===== config.mk =====
export PLATFORM = sky130hd
export DESIGN_NAME = phy_mgmt_field_limits
export DESIGN_NICKNAME = d
export VERILOG_FILES = /design/src/phy_mgmt_pkg.sv /design/src/phy_mgmt_field_limits.sv
export SDC_FILE = /design/constraint.sdc
export NUM_CORES = 1
export LEC_CHECK = 0
export ABC_CLOCK_PERIOD_IN_PS = 3500
export BUFFER_PORTS_ARGS = -buffer_cell sky130_fd_sc_hd__buf_4
export CORE_MARGIN = 1.5
export CORE_UTILIZATION = 58
export CTS_BUF_LIST = sky130_fd_sc_hd__clkbuf_8
export CTS_CLUSTER_DIAMETER = 200
export DETAILED_ROUTE_END_ITERATION = 8
export PLACE_DENSITY = 0.91
export SYNTH_ARGS = -nofsm -noshare
export SYNTH_HDL_FRONTEND = slang
export SYNTH_SLANG_ARGS = --single-unit

===== constraint.sdc =====
create_clock -name core_clk -period 3.5 [get_ports core_clk]
set_clock_uncertainty 0.1 [all_clocks]
set_input_delay 0.175 -clock core_clk [delete_from_list [all_inputs] [get_ports core_clk]]
set_output_delay 0.175 -clock core_clk [all_outputs]
set_load 0.01 [all_outputs]

===== src/phy_mgmt_pkg.sv =====
// Constants, field layouts and carriers for the layer management bank.
// Assumes a single core clock and a plain strobe register port.
package phy_mgmt_pkg;

	localparam int ADDR_W = 8;                  // Register address width.
	localparam int DATA_W = 32;                 // Register data width.
	localparam int COEF_W = 6;                  // Width of one tap setting.

	// Byte offsets of the common registers.
	localparam logic [7:0] OFS_KIND     = 8'h00;
	localparam logic [7:0] OFS_STATE    = 8'h04;
	localparam logic [7:0] OFS_CTRL     = 8'h08;
	localparam logic [7:0] OFS_CAP      = 8'h0C;
	localparam logic [7:0] OFS_SLEEP    = 8'h10;
	localparam logic [7:0] OFS_ACTSLEEP = 8'h14;

	// Per-lane regions, selected by address bits 7:5; bits 4:2 pick the lane.
	localparam logic [2:0] RGN_TXCTL = 3'h1;
	localparam logic [2:0] RGN_TXSTS = 3'h2;
	localparam logic [2:0] RGN_RXSTS = 3'h3;

	localparam logic [3:0] KIND_CODE = 4'h5;    // Layer kind of this clause.

	// Link state encodings.
	localparam logic [3:0] ST_DOWN    = 4'h0;
	localparam logic [3:0] ST_UP      = 4'h1;
	localparam logic [3:0] ST_RETRAIN = 4'h2;
	localparam logic [3:0] ST_SLEEP1  = 4'h7;
	localparam logic [3:0] ST_SLEEP2  = 4'h8;
	localparam logic [3:0] ST_UPSLEEP = 4'hB;

	localparam logic [1:0] ARC_ONE     = 2'h0;  // Retraining arc one.
	localparam logic [1:0] ARC_TWO     = 2'h1;  // Retraining arc two.
	localparam logic [1:0] MODE_AUTO   = 2'h0;  // In-band coefficient exchange.
	localparam logic [1:0] MODE_DIRECT = 2'h1;  // Direct management control.

	// One set of transmit taps; no second pre-cursor exists.
	typedef struct packed {
		logic [COEF_W-1:0] post;
		logic [COEF_W-1:0] main;
		logic [COEF_W-1:0] pre1;
	} coef_s;

	// Register port request.
	typedef struct packed {
		logic [ADDR_W-1:0] addr;
		logic [DATA_W-1:0] wdata;
		logic              wr;
		logic              rd;
	} reg_req_s;

	typedef struct packed {
		logic [23:0] rsv;
		logic [3:0]  prev;
		logic [3:0]  cur;
	} state_s;

	typedef struct packed {
		logic [22:0] rsv1;
		logic        chanOpt;
		logic [5:0]  rsv0;
		logic [1:0]  arc;
	} ctrl_s;

	typedef struct packed {
		logic [23:0] rsv1;
		logic [3:0]  farAsym;
		logic [1:0]  rsv0;
		logic        asymRev;
		logic        arc34;
	} cap_s;

	typedef struct packed {
		logic [15:0] rsv1;
		logic [7:0]  highLat;
		logic [5:0]  rsv0;
		logic        highSup;
		logic        lowSup;
	} sleep_s;

	// Transmit lane control and status share one layout.
	typedef struct packed {
		logic [1:0]        rsvC;
		logic [COEF_W-1:0] post;
		logic [1:0]        rsvB;
		logic [COEF_W-1:0] main;
		logic [1:0]        rsvA;
		logic [COEF_W-1:0] pre1;
		logic [5:0]        rsv0;
		logic [1:0]        mode;
	} txlane_s;

	typedef struct packed {
		logic [12:0] rsv;
		logic        chgReq;
		coef_s       req;
	} rxsts_s;

	localparam coef_s COEF_RST = '0;            // Taps at reset.

endpackage : phy_mgmt_pkg


===== src/phy_mgmt_field_limits.sv =====
// Management register bank fixing the reported and accepted field values.
// Assumes the training machine presents its state code every cycle and
// pulses alignEntry once as it enters the alignment state.
module phy_mgmt_field_limits #(
	parameter int  LANES       = 4,     // Number of lanes served.
	parameter bit  UPSLEEP_SUP = 1'b1,  // First active sleep state offered.
	parameter bit  SLEEP12_SUP = 1'b1   // Sleep levels one and two offered.
) (
	input  wire logic                                core_clk,   // Core clock.
	input  wire logic                                rst,        // Sync reset.
	input  wire phy_mgmt_pkg::reg_req_s              regReq,     // Register request.
	output logic [phy_mgmt_pkg::DATA_W-1:0]          rdata,      // Read data.
	input  wire logic [3:0]                          linkStateIn,// Training state code.
	input  wire logic                                alignEntry, // Alignment entry pulse.
	input  wire phy_mgmt_pkg::coef_s [LANES-1:0]     rxReqCoef,  // Far-end tap requests.
	input  wire logic [LANES-1:0]                    rxReqChg,   // Far-end change request.
	output logic [1:0]                               retrainArc, // Selected arc.
	output logic                                     chanOptEn,  // Do channel optimize.
	output logic [LANES-1:0][1:0]                    cursorMode, // Per-lane cursor mode.
	output phy_mgmt_pkg::coef_s [LANES-1:0]          txCoef      // Taps in force.
);

	// Refuse lane counts that the address map cannot hold.
	if (LANES < 1 || LANES > 8) begin : g_bad_lanes
		$error("LANES must lie between 1 and 8.");
	end

	// Address fields of the current request.
	logic [2:0] region;                 // Register region.
	logic [2:0] lane;                   // Lane index in a region.
	logic       laneOk;                 // Lane index exists.
	assign region = regReq.addr[7:5];
	assign lane   = regReq.addr[4:2];
	assign laneOk = (32'(lane) < LANES);

	// Lane index trimmed to the width that selects among the lanes.
	localparam int LIX_W = (LANES > 1) ? $clog2(LANES) : 1;
	logic [LIX_W-1:0] laneIx;           // Lane index for array selects.
	assign laneIx = LIX_W'(lane % LANES);

	// Link state and control registers.
	logic [3:0] curQ,  curD;            // Current state code.
	logic [3:0] prevQ, prevD;           // Previous state code.
	logic [1:0] arcQ,  arcD;            // Retraining arc.
	logic       optQ,  optD;            // Channel optimize enable.
	logic       legalIn;                // Incoming code is assigned.
	phy_mgmt_pkg::ctrl_s wrCtrl;        // Write data seen as control.

	assign wrCtrl = phy_mgmt_pkg::ctrl_s'(regReq.wdata);

	// Only assigned codes may enter the state fields.
	always_comb begin
		case (linkStateIn)
			phy_mgmt_pkg::ST_DOWN, phy_mgmt_pkg::ST_UP,
			phy_mgmt_pkg::ST_RETRAIN, phy_mgmt_pkg::ST_SLEEP1,
			phy_mgmt_pkg::ST_SLEEP2, phy_mgmt_pkg::ST_UPSLEEP: begin
				legalIn = 1'b1;
			end
			default: begin
				legalIn = 1'b0;
			end
		endcase
	end

	// Next values for the state and control fields.
	always_comb begin
		curD  = curQ;
		prevD = prevQ;
		arcD  = arcQ;
		optD  = optQ;
		// A new state pushes the old one into the previous field.
		if (legalIn && linkStateIn != curQ) begin
			curD  = linkStateIn;
			prevD = curQ;
		end
		if (regReq.wr && regReq.addr == phy_mgmt_pkg::OFS_CTRL) begin
			// Reserved arc codes are dropped so the arc stays legal.
			if (wrCtrl.arc == phy_mgmt_pkg::ARC_ONE ||
			    wrCtrl.arc == phy_mgmt_pkg::ARC_TWO) begin
				arcD = wrCtrl.arc;
			end
			optD = wrCtrl.chanOpt;
		end
	end

	// State and control registers; reset leaves the link down and bypassed.
	always_ff @(posedge core_clk) begin
		if (rst) begin
			curQ  <= phy_mgmt_pkg::ST_DOWN;
			prevQ <= phy_mgmt_pkg::ST_DOWN;
			arcQ  <= phy_mgmt_pkg::ARC_ONE;
			optQ  <= 1'b0;
		end else begin
			curQ  <= curD;
			prevQ <= prevD;
			arcQ  <= arcD;
			optQ  <= optD;
		end
	end

	assign retrainArc = arcQ;
	assign chanOptEn  = optQ;

	// Per-lane transmit control and the taps actually in force.
	logic [LANES-1:0][1:0]        modeQ;    // Cursor mode per lane.
	phy_mgmt_pkg::coef_s [LANES-1:0] progQ; // Programmed taps.
	phy_mgmt_pkg::coef_s [LANES-1:0] liveQ; // Taps in force.
	phy_mgmt_pkg::txlane_s wrLane;          // Write data seen as a lane word.

	assign wrLane = phy_mgmt_pkg::txlane_s'(regReq.wdata);

	for (genvar i = 0; i < LANES; i++) begin : g_lane
		logic [1:0]          modeD; // Next cursor mode.
		phy_mgmt_pkg::coef_s progD; // Next programmed taps.
		phy_mgmt_pkg::coef_s liveD; // Next taps in force.
		logic                hit;   // This lane's control is written.

		assign hit = regReq.wr && region == phy_mgmt_pkg::RGN_TXCTL &&
		             32'(lane) == i && regReq.addr[1:0] == 2'b00;

		// Writes stage taps; they go live at alignment entry.
		always_comb begin
			modeD = modeQ[i];
			progD = progQ[i];
			liveD = liveQ[i];
			if (hit) begin
				// Reserved mode codes are ignored.
				if (wrLane.mode == phy_mgmt_pkg::MODE_AUTO ||
				    wrLane.mode == phy_mgmt_pkg::MODE_DIRECT) begin
					modeD = wrLane.mode;
				end
				progD.pre1 = wrLane.pre1;
				progD.main = wrLane.main;
				progD.post = wrLane.post;
			end
			if (alignEntry) begin
				liveD = progQ[i];
			end
		end

		// Lane registers; the mode starts in direct control.
		always_ff @(posedge core_clk) begin
			if (rst) begin
				modeQ[i] <= phy_mgmt_pkg::MODE_DIRECT;
				progQ[i] <= phy_mgmt_pkg::COEF_RST;
				liveQ[i] <= phy_mgmt_pkg::COEF_RST;
			end else begin
				modeQ[i] <= modeD;
				progQ[i] <= progD;
				liveQ[i] <= liveD;
			end
		end
	end

	assign cursorMode = modeQ;
	assign txCoef     = liveQ;

	// Fixed words and read assembly.
	phy_mgmt_pkg::state_s  stWord;   // State report word.
	phy_mgmt_pkg::ctrl_s   ctWord;   // Control word.
	phy_mgmt_pkg::cap_s    capWord;  // Capability word.
	phy_mgmt_pkg::sleep_s  slpWord;  // Sleep support word.
	phy_mgmt_pkg::sleep_s  actWord;  // Active sleep support word.
	phy_mgmt_pkg::txlane_s txcWord;  // Lane control word.
	phy_mgmt_pkg::txlane_s txsWord;  // Lane status word.
	phy_mgmt_pkg::rxsts_s  rxsWord;  // Lane receive status word.
	logic [phy_mgmt_pkg::DATA_W-1:0] rdD, rdQ; // Read data.

	// Build every readable word but the kind code; unlisted fields read zero.
	always_comb begin
		stWord          = '0;
		stWord.cur      = curQ;
		stWord.prev     = prevQ;
		ctWord          = '0;
		ctWord.arc      = arcQ;
		ctWord.chanOpt  = optQ;
		capWord         = '0;
		capWord.arc34   = 1'b0;
		capWord.asymRev = 1'b0;
		capWord.farAsym = 4'h0;
		slpWord         = '0;
		slpWord.lowSup  = SLEEP12_SUP;
		slpWord.highSup = 1'b0;
		slpWord.highLat = 8'h00;
		actWord         = '0;
		actWord.lowSup  = UPSLEEP_SUP;
		actWord.highSup = 1'b0;
		actWord.highLat = 8'h00;
		// The second pre-cursor has no bits in these words.
		txcWord         = '0;
		txcWord.mode    = modeQ[laneIx];
		txcWord.pre1    = progQ[laneIx].pre1;
		txcWord.main    = progQ[laneIx].main;
		txcWord.post    = progQ[laneIx].post;
		txsWord         = '0;
		txsWord.mode    = modeQ[laneIx];
		txsWord.pre1    = liveQ[laneIx].pre1;
		txsWord.main    = liveQ[laneIx].main;
		txsWord.post    = liveQ[laneIx].post;
		rxsWord         = '0;
		rxsWord.req     = rxReqCoef[laneIx];
		rxsWord.chgReq  = rxReqChg[laneIx];
	end

	// Read decode; unmapped addresses return zero.
	always_comb begin
		rdD = '0;
		if (!regReq.rd) begin
			rdD = '0;
		end else if (regReq.addr == phy_mgmt_pkg::OFS_KIND) begin
			rdD = 32'(phy_mgmt_pkg::KIND_CODE);
		end else if (regReq.addr == phy_mgmt_pkg::OFS_STATE) begin
			rdD = stWord;
		end else if (regReq.addr == phy_mgmt_pkg::OFS_CTRL) begin
			rdD = ctWord;
		end else if (regReq.addr == phy_mgmt_pkg::OFS_CAP) begin
			rdD = capWord;
		end else if (regReq.addr == phy_mgmt_pkg::OFS_SLEEP) begin
			rdD = slpWord;
		end else if (regReq.addr == phy_mgmt_pkg::OFS_ACTSLEEP) begin
			rdD = actWord;
		end else if (!laneOk || regReq.addr[1:0] != 2'b00) begin
			rdD = '0;
		end else if (region == phy_mgmt_pkg::RGN_TXCTL) begin
			rdD = txcWord;
		end else if (region == phy_mgmt_pkg::RGN_TXSTS) begin
			rdD = txsWord;
		end else if (region == phy_mgmt_pkg::RGN_RXSTS) begin
			rdD = rxsWord;
		end
	end

	// Read data stands only in the cycle after the read strobe.
	always_ff @(posedge core_clk) begin
		if (rst) begin
			rdQ <= '0;
		end else begin
			rdQ <= rdD;
		end
	end

	assign rdata = rdQ;
endmodule : phy_mgmt_field_limits


Word-level counts from Yosys, hierarchy flattened
Cells that the tools add are included.
{ "totals": {"in_bits": 125, "output_inout_bits": 115, "register_bits": 195, "wordCells": 113} }
{ "classes": {"n_mux": 21, "n_bitwise": 2, "n_eq_ne": 18, "reduce_logical": 32, "magnitude_cmp": 2} }
{ "op_table": {"columns": ["operator", "count"], "rows": [
  ["binary-select mux 18 bit (select 2 bit)", 3],
  ["2-to-1 mux 30 bit", 2],
  ["2-to-1 mux 18 bit", 3],
  ["2-to-1 mux 9 bit", 5],
  ["2-to-1 mux 19 bit", 1],
  ["== test 8 x 4 -> 1 bit (second input constant)", 2],
  ["== test 8 x 5 -> 1 bit (second input constant)", 2],
  ["== test 3 x 2 -> 1 bit (second input constant)", 4],
  ["OR reduction 12 bit", 1],
  ["logical AND 1 bit", 11],
  ["OR reduction 11 bit", 1],
  ["AND reduction 2 bit", 5],
  ["OR reduction 9 bit", 1],
  ["== test 4 bit (second input constant)", 2],
  ["== test 8 x 3 -> 1 bit (second input constant)", 1],
  ["zero test 8 bit", 1],
  ["2-to-1 mux 8 bit", 1],
  ["== test 3 x 1 -> 1 bit (second input constant)", 2],
  ["OR reduction 6 bit", 1],
  ["binary-select mux 2 bit (select 2 bit)", 1],
  ["== test 4 x 1 -> 1 bit (second input constant)", 1],
  ["== test 4 x 2 -> 1 bit (second input constant)", 1],
  ["== test 4 x 3 -> 1 bit (second input constant)", 1],
  ["zero test 2 bit", 2],
  ["other kinds (17)", 20]
]} }

Depth between registers and ports, before layout
Gate-level depths: netlist of run 1.
{ "logic_depth": {"word_depth": 12, "ltp_mapped": 7, "depth_no_buf": 4} }

Least setup slack after synthesis of run 1
OpenSTA, ideal clock, no wires.
{ "synth_path": {"kind": "input to register", "startpoint": "input port regReq[36] in the netlist's numbering", "endpoint": "register rdQ, in the netlist rdata[19]", "setup_ps": 117, "n_path_buf": 3, "required_ps": 3283, "arrival_ps": 1510, "path_stages": 6, "path_slack_ps": 1773, "cell_sequence": "buf_4 -> buf_4 -> buf_2 -> mux4_2 -> a22oi_1 -> nor2_1"} }
{ "synth_via": {"elab_chain_cells": 4, "word_cells_on_any_way": 16, "cone_classes": "order compare: 1; eq/ne: 5; mux: 6; reduce/logical: 4"} }
{ "synth_rtl": {"columns": ["item", "line_no", "rtl"], "rows": [
  ["start, declared", "phy_mgmt_field_limits.sv:11", "input wire phy_mgmt_pkg::reg_req_s regReq,"],
  ["< comparator 3 bit or binary-select mux 18 bit (select 2 bit) (tied branches)", "phy_mgmt_field_limits.sv:34, phy_mgmt_field_limits.sv:198", null],
  ["zero test 1 bit or 2-to-1 mux 18 bit (tied branches)", null, null],
  ["logical OR 1 bit or 2-to-1 mux 30 bit (tied branches)", "phy_mgmt_field_limits.sv:222, phy_mgmt_field_limits.sv:226", null],
  ["OR reduction 9 bit (no line) or 2-to-1 mux 30 bit (tied branches)", null, null],
  ["end signal, assigned", "phy_mgmt_field_limits.sv:238", "rdQ <= rdD;"],
  ["end, declared", "phy_mgmt_field_limits.sv:167", "logic [phy_mgmt_pkg::DATA_W-1:0] rdD, rdQ;"]
]} }
Parallel ways exist; a longest one is shown, timed or not. The select of a mux whose other input is x is not followed.
A chain may end at the register's enable or synchronous reset.

Worst setup path after layout of run 1
{ "layout_path": {"startpoint": "input port regReq[40] in the netlist's numbering", "endpoint": "register modeQ, in the netlist cursorMode[6]"} }
{ "layout_via": {"elab_chain_cells": 5} }
{ "layout_rtl": {"columns": ["item", "line_no", "rtl"], "rows": [
  ["== test 3 x 1 -> 1 bit", "phy_mgmt_field_limits.sv:118", "assign hit = regReq.wr && region == phy_mgmt_pkg::RGN_TXCTL &&"],
  ["logical AND 1 bit (2 in a row)", "phy_mgmt_field_limits.sv:118", null],
  ["logical AND 1 bit", "phy_mgmt_field_limits.sv:119", "32'(lane) == i && regReq.addr[1:0] == 2'b00;"],
  ["AND reduction 2 bit (no line)", null, null],
  ["end signal, assigned by index", "phy_mgmt_field_limits.sv:144", "modeQ[i] <= phy_mgmt_pkg::MODE_DIRECT;"],
  ["end signal, assigned by index", "phy_mgmt_field_limits.sv:148", "modeQ[i] <= modeD;"],
  ["end, declared", "phy_mgmt_field_limits.sv:105", "logic [LANES-1:0][1:0] modeQ;"]
]} }
No other way between the ends.

==> metrics.md, run 1 <==
| Metric | Value |
|---|---|
| WP data required | roughly 3.8 ns |
| Total Power | around 4.0 mW |
| Mapped Area | 0.008494 mm2 |
| Number of global-route vias before repair | about 7300 |
| Period utilization | slightly below 70% |
| Kind of critical path | in2reg |
| H-tree levels | 4 |
| Via total after detailed routing | 7540 |
| FF-to-FF End | rdata[1] |
| Fmax achieved | 414.7 MHz |
| Vias/cell | approximately 5.9 |
| Ys flop type | dfxtp_1 |
| Post-DP HPWL | 15980 um |
| Worst Hold End | curQ[3] |
| Post-CTS setup buffers | 0 |
| Cts bufs inserted | 17 |
| Starting Density | slightly below 60% |
| Worst Path Max Fanout | 17 |
| Initial DRT Pass Iterations | 7 |
| First-pass GRT wire length | 36920 um |
| Max-slew violations | 0 |
| CP arrival | between 2 and 3 ns |
| Die X | approximately 120 um |
| Layout fillers | a little over 1000 |
| IO Pins | 240 |
| Top post-synthesis cells by count | 191 x dfxtp_1, 151 x nand2_1, 106 x nor2_1, 82 x a21oi_1, 81 x mux2i_1 |
| Die area | 0.01538 mm2 |
| Final hold vios | 0 |
| Layout Utilization | ~75% |
| Initial DRC Count | 594 |
| NetSw | just over 1 mW |
| Crit Reg-Reg Startpoint | curQ[1] |
| Register area share after synthesis | 45.01% |
| Area leader, netlist | dfxtp_1 |
| Max clock buf depth | 2 |
| GRT Resource Usage Total | about a third |
| Largest cells by area after synthesis | dfxtp_1 45%, mux4_2 15%, mux2i_1 9.5% |
| Die span in y | 124.0 um |
| Core Box Area | between 0.01 and 0.015 mm2 |
| Post-Syn Instances | between 800 and 900 |
| Power Internal | a little under 3 mW |
| Leak Pwr | roughly 4.4 nW |
| Sequential power share | a little under three fifths |
| GP Congestion | 0.7977 |
| Nets | ~1200 |
| R2r setup slk | between 1.5 and 2 ns |
| Clock sinks | roughly 190 |
| Hold-critical path depth | 4 |
| Clock share of power | around a third |
| Outcome | complete, no violations |
| Power density over the cells | between 300 and 400 mW/mm2 |
| Setup violations, final | 0 |
| Net Sw Frac | about a quarter |
| Fin crit period | between 2 and 2.5 ns |
| Antenna violations before repair | 0 |
| Fraction of registers with async set/reset | 0% |
| Avg Cell Area, Syn | between 9 and 10 um2 |
| CP startpoint kind | primary input |
| Worst-path clk slew | around 0.1 ns |
| RSZ-0062 raised after global routing | false |
| Overflow after GRT | 0 |
| Number of max-cap violations | 0 |
| Routed len/inst | just under 20 um |
| Synth Register Bits | ~190 |
| Routed Antenna Nets | 0 |
| Top-count cell post-synth | dfxtp_1 |
| CP Capture Type | flip-flop |
| DRC viols | 0 |
| CTS Hold Bufs | 30 |
| Worst-margin pin slew | 1.172 ns |
| Share of cells above drive strength 1 | between 30% and 40% |
| Final WL | 24650 um |
| Worst-Skew Late Latency | between 0.4 and 0.5 ns |
| Floorplan row count | 44 |
| Setup TNS | 0 ns |
| Cts repair resizes | 0 |
| Layout Area Growth over Synthesis | 27.07% |
| TritonCTS clock tree | built |
| Post-synthesis cell type count | 51 |
| Reg2Reg Depth | 3 |
| Max IR drop VDD | around 340 uV |
| Yosys warns | 0 |
| # port buffers | between 200 and 250 |
| Gate power share | 10.2% |
| Min-delay src | linkStateIn[3] |
| Largest net degree at the start of global routing | 93 |
| Root cell of the clock tree | clkbuf_8 |
| Hold Crit Class | in2reg |
| Synth top area share | around 45% |
| Slew HR | 21.55% |
| Number of synthesized flops with an enable pin | 0 |
sequential cells by signal, summed over array words and instances (netlist names):
register / cells
rdata: 28
progQ: 72
chanOptEn: 1
txCoef: 72
retrainArc: 2
prevQ: 4
cursorMode: 8
curQ: 4
final cells by class:
| type | instances | area, um2 | share of cell area, % |
|---|---|---|---|
| antenna | 1 | 2.502 | 0.02318 |
| clock buffer | 19 | 261.5 | 2.423 |
| clock inverter | 13 | 105.1 | 0.9737 |
| inverter | 4 | 15.01 | 0.1391 |
| multi-input combinational | 591 | 4284 | 39.69 |
| sequential | 191 | 3824 | 35.42 |
| tap | 184 | 230.2 | 2.133 |
| timing repair buffer | 266 | 2072 | 19.20 |
kinds of logic after synthesis:
group                      synth area share, %
xor gates and xnor gates                0.6186
buffers and inverters                    4.684
muxes                                    24.13
AOI/OAI and AO/OA                        9.471
DFF                                      45.01
and+or+nand+nor                          15.92
other                                  0.04415
adders and majority gates               0.1178
layout by cell type (no fill, tap or decap), types with 3 or more instances in the layout:
cell | Yosys | layout
dlygate4sd3_1 | 0 | 30
nor2_1 | 106 | 106
mux4_2 | 55 | 55
a211o_1 | 4 | 4
nand4_1 | 5 | 5
inv_6 | 0 | 4
conb_1 | 1 | 4
dfxtp_1 | 191 | 191
a21o_1 | 4 | 4
clkinv_4 | 0 | 4
nor4_2 | 5 | 5
and3_1 | 5 | 5
a21oi_1 | 82 | 82
a32o_1 | 5 | 5
buf_4 | 7 | 236
o21a_1 | 4 | 4
nand2b_1 | 12 | 12
nand2_1 | 151 | 151
nor2b_1 | 4 | 4
clkbuf_8 | 3 | 19
xor2_1 | 4 | 4
a22oi_1 | 11 | 11
nor3b_1 | 6 | 6
mux2i_1 | 81 | 81
o21ai_0 | 7 | 7
nand3_1 | 3 | 3
inv_1 | 4 | 5
through the flow:
step | instances | setup WS, ns | hold WS, ns | cell area, um2
after floorplan | 861 | 1.773 | 0.1928 | 8506
final | 1269 | 1.088 | 0.03652 | 10790
after global placement | 1206 | 1.033 | 0.3311 | 10120
after detailed placement | 1206 | 0.9473 | 0.3354 | 10120
after global routing | 1268 | 0.9219 | 0.02472 | 10790
after CTS | 1268 | 1.142 | 0.009659 | 10790
worst max-delay path by stage:
stage,to,cells past startpoint,from,slack [ns]
CTS,cursorMode[6],7,regReq[40],1.14
floorplan,rdata[19],6,regReq[36],1.77
global route,cursorMode[6],7,regReq[40],0.92
detailed placement,cursorMode[2],5,regReq[36],0.95
finish,cursorMode[6],7,regReq[40],1.09
global placement,cursorMode[2],5,regReq[36],1.03
critical path, stage by stage:
cell,delay (ns)
dlygate4sd3_1,0.55
buf_4,0.23
nor4b_1,0.47
nand3_1,0.24
o21a_1,0.23
a211o_1,0.26
dlygate4sd3_1,0.54
per-layer routing:
metal,track usage [%],share of wire (%)
met1,38.19,37
met2,54.80,50
met3,6.822,9.4
met4,14.91,3.0
met5,0,0
power groups by stage:
stage,Clock (mW),Combinational [mW],Sequential [mW]
after floorplan,0,0.224,2.23
after global placement,0,0.363,2.24
after detailed placement,0,0.370,2.24
after CTS,1.38,0.398,2.19
after global routing,1.48,0.429,2.19
final,1.36,0.403,2.19
(Power assumes the default switching activity.)
==> run 2, diff against run 1 <==
- ABC_CLOCK_PERIOD_IN_PS: 3500 -> 2050
- CORE_UTILIZATION: 58 -> 49
- PLACE_DENSITY: 0.91 -> 0.82
- clock period: 3.5 -> 2.05 ns (I/O delays scaled with it)
==> run 2 against run 1 <==
Against the previous run:
- critical path depth down 1
- sequential power up 70%
- global-route usage down 4.2 points
- worst hold slack worse by 0.00088 ns
- non-clock buffer count up 36
- final cell count up 5.5%
- combinational power up 87%
- register-to-register slack worse by 1.4 ns
==> metrics.md, run 2 (synthesis results as in run 1) <==
| Metric | Value |
|---|---|
| Outcome | complete, no violations |
| GP Congestion | 0.8436 (+5.8%) |
| Max-slew violations | 0 (unchanged) |
| H-tree levels | 4 (unchanged) |
| Fin crit period | about 2.0 ns |
| Routed len/inst | 19.06 um (-1.9%) |
| Layout fillers | 1253 (+24%) |
| Nets | 1232 (+3.0%) |
| Core Box Area | 0.01676 mm2 (+16%) |
| Dpl cells | 1265 (+4.9%) |
| Share of cells above drive strength 1 | 31.72% (+1.2 points) |
| Largest net degree at the start of global routing | 169 (+82%) |
| Kind of critical path | in2reg |
| Root cell of the clock tree | clkbuf_8 |
| Most frequent cells in the layout | 251 x buf_4, 191 x dfxtp_1, 151 x nand2_1 |
| Post-CTS setup buffers | 0 (unchanged) |
| CP arrival | 2.28 ns (-0.41 ns) |
| Hold Crit Class | in2reg |
| CP startpoint kind | primary input |
| Post-DP HPWL | 17290 um (+8.2%) |
| Via total after detailed routing | 7591 (+0.68%) |
| Worst Path Max Fanout | 18 (+1) |
| Commonest non-fill, non-tap cell in the layout | buf_4 |
| Starting Density | 50.68% (-8.2 points) |
| Die span in y | 134.7 um (+8.6%) |
| Leak Pwr | 4.631 nW (+5.1%) |
| Post-route cell area | 0.01132 mm2 (+4.9%) |
| Number of diodes | 0 (-1) |
| Number of global-route vias before repair | 7304 (+0.56%) |
| Floorplan row count | 47 (+6.8%) |
| Total Power | 7.253 mW (+83%) |
| IO Pins | 240 (unchanged) |
| Period utilization | 97.92% |
| Max IR drop VDD | 461.1 uV (+36%) |
| GRT Resource Usage Total | 27.72% (-4.2 points) |
| DRC viols | 0 (unchanged) |
| Layout Utilization | 67.56% (-7.3 points) |
| Power density over the cells | 640.6 mW/mm2 (+75%) |
| Max clock buf depth | 2 (unchanged) |
| Antenna violations before repair | 0 (unchanged) |
| Setup violations, final | 0 (unchanged) |
| Routed Antenna Nets | 0 (unchanged) |
| Flip-flop and latch area | 0.003824 mm2 (unchanged) |
| Slew HR | 43.76% (+22 points) |
| DP Worst Slack | 0.1880 ns (-0.7593 ns) |
| Setup TNS | 0 ns (unchanged) |
| Vias/cell | 5.669 (-4.6%) |
| Dpl cell area | 0.01044 mm2 (+3.1%) |
| First-pass GRT wire length | 38540 um (+4.4%) |
| Clock sinks | 191 (unchanged) |
| Cts bufs inserted | 17 (unchanged) |
| WP data required | 2.33 ns (-1.45 ns) |
| Post-route worst setup slack | 0.04254 ns (-1.046 ns) |
| Overflow after GRT | 0 (unchanged) |
| Worst-margin pin slew | 0.8436 ns (-0.3288 ns) |
| Finished Layout Cells | 1339 (+5.5%) |
| Layout Area Growth over Synthesis | 33.30% |
| Worst-path clk slew | 0.10 ns (about the same) |
| Initial DRT Pass Iterations | 5 (-2) |
| CP Capture Type | flip-flop |
| Final hold vios | 0 (unchanged) |
| # port buffers | 223 (unchanged) |
| RSZ-0062 raised after global routing | false |
| Worst-Skew Late Latency | 0.47 ns (-0.02 ns) |
| Final WL | 25520 um (+3.5%) |
| TritonCTS clock tree | built |
| Die X | 134.7 um (+8.6%) |
| Die area | 0.01813 mm2 (+18%) |
| Fmax achieved | between 400 and 500 MHz |
| Hold_ws | 0.03564 ns (-0.0008818 ns) |
| Multi-input gate area | 0.004289 mm2 (+0.12%) |
| Initial DRC Count | 507 (-15%) |
| Number of max-cap violations | 0 (unchanged) |
==> run 2: cell count changes in the layout (fill, tap and decap cells not counted) <==
cell and delta:
clkinvlp_4 +3, inv_6 -2, or3_1 -1, or3_4 +1, inv_1 -1, dlygate4sd3_1 +13, bufinv_16 +4, buf_4 +15
buf_12 +8, clkinv_2 -1, clkinv_4 -3, inv_8 -1, diode_2 -1
==> run 2: path summary, 6_finish.rpt <==
| kind | from | to | slack, ns | depth (start not counted) |
|---|---|---|---|---|
| hold reg to reg | progQ[45] | progQ[45] | 0.37 | 2 |
| hold / removal | rxReqCoef[43] | rdata[7] | 0.04 | 3 |
| setup reg to reg | curQ[0] | curQ[0] | 0.51 | 5 |
| setup / recovery | regReq[38] | rdata[17] | 0.04 | 6 |
==> run 2: what timing repair did <==
action,CTS,global route
hold endpoints to repair,103,0
gates resized for setup,0,1
hold buffers,43,0
endpoints found under the setup margin,0,1
==> run 2: per-layer routing <==
metal  GRT usage (%)  share of wire, %  vias to the layer above
li1                -                 -                     3502
met1           33.59                40                     3690
met2           49.09                51                      351
met3           5.443               7.7                       48
met4           9.857               2.0                        0
met5               0                 0                        -
==> run 2: layout make-up <==
class,count,share of cell area (%)
clock buffer,19,2.309
clock inverter,12,1.624
inverter,4,0.1326
multi-input combinational,591,37.88
sequential,191,33.77
tap,220,2.431
timing repair buffer,302,21.86
==> run 2: critical path: stages <==
cell and delay (ns):
buf_4 0.12, dlygate4sd3_1 0.60, or4_4 0.59, or3_4 0.40
buf_12 0.18, nor4_2 0.28
==> run 2: power by group <==
part | internal [mW] | switching, mW
Combinational | 0.398 | 0.357
Sequential | 3.72 | 0.0121
Clock | 1.40 | 1.37
Total | 5.51 | 1.74
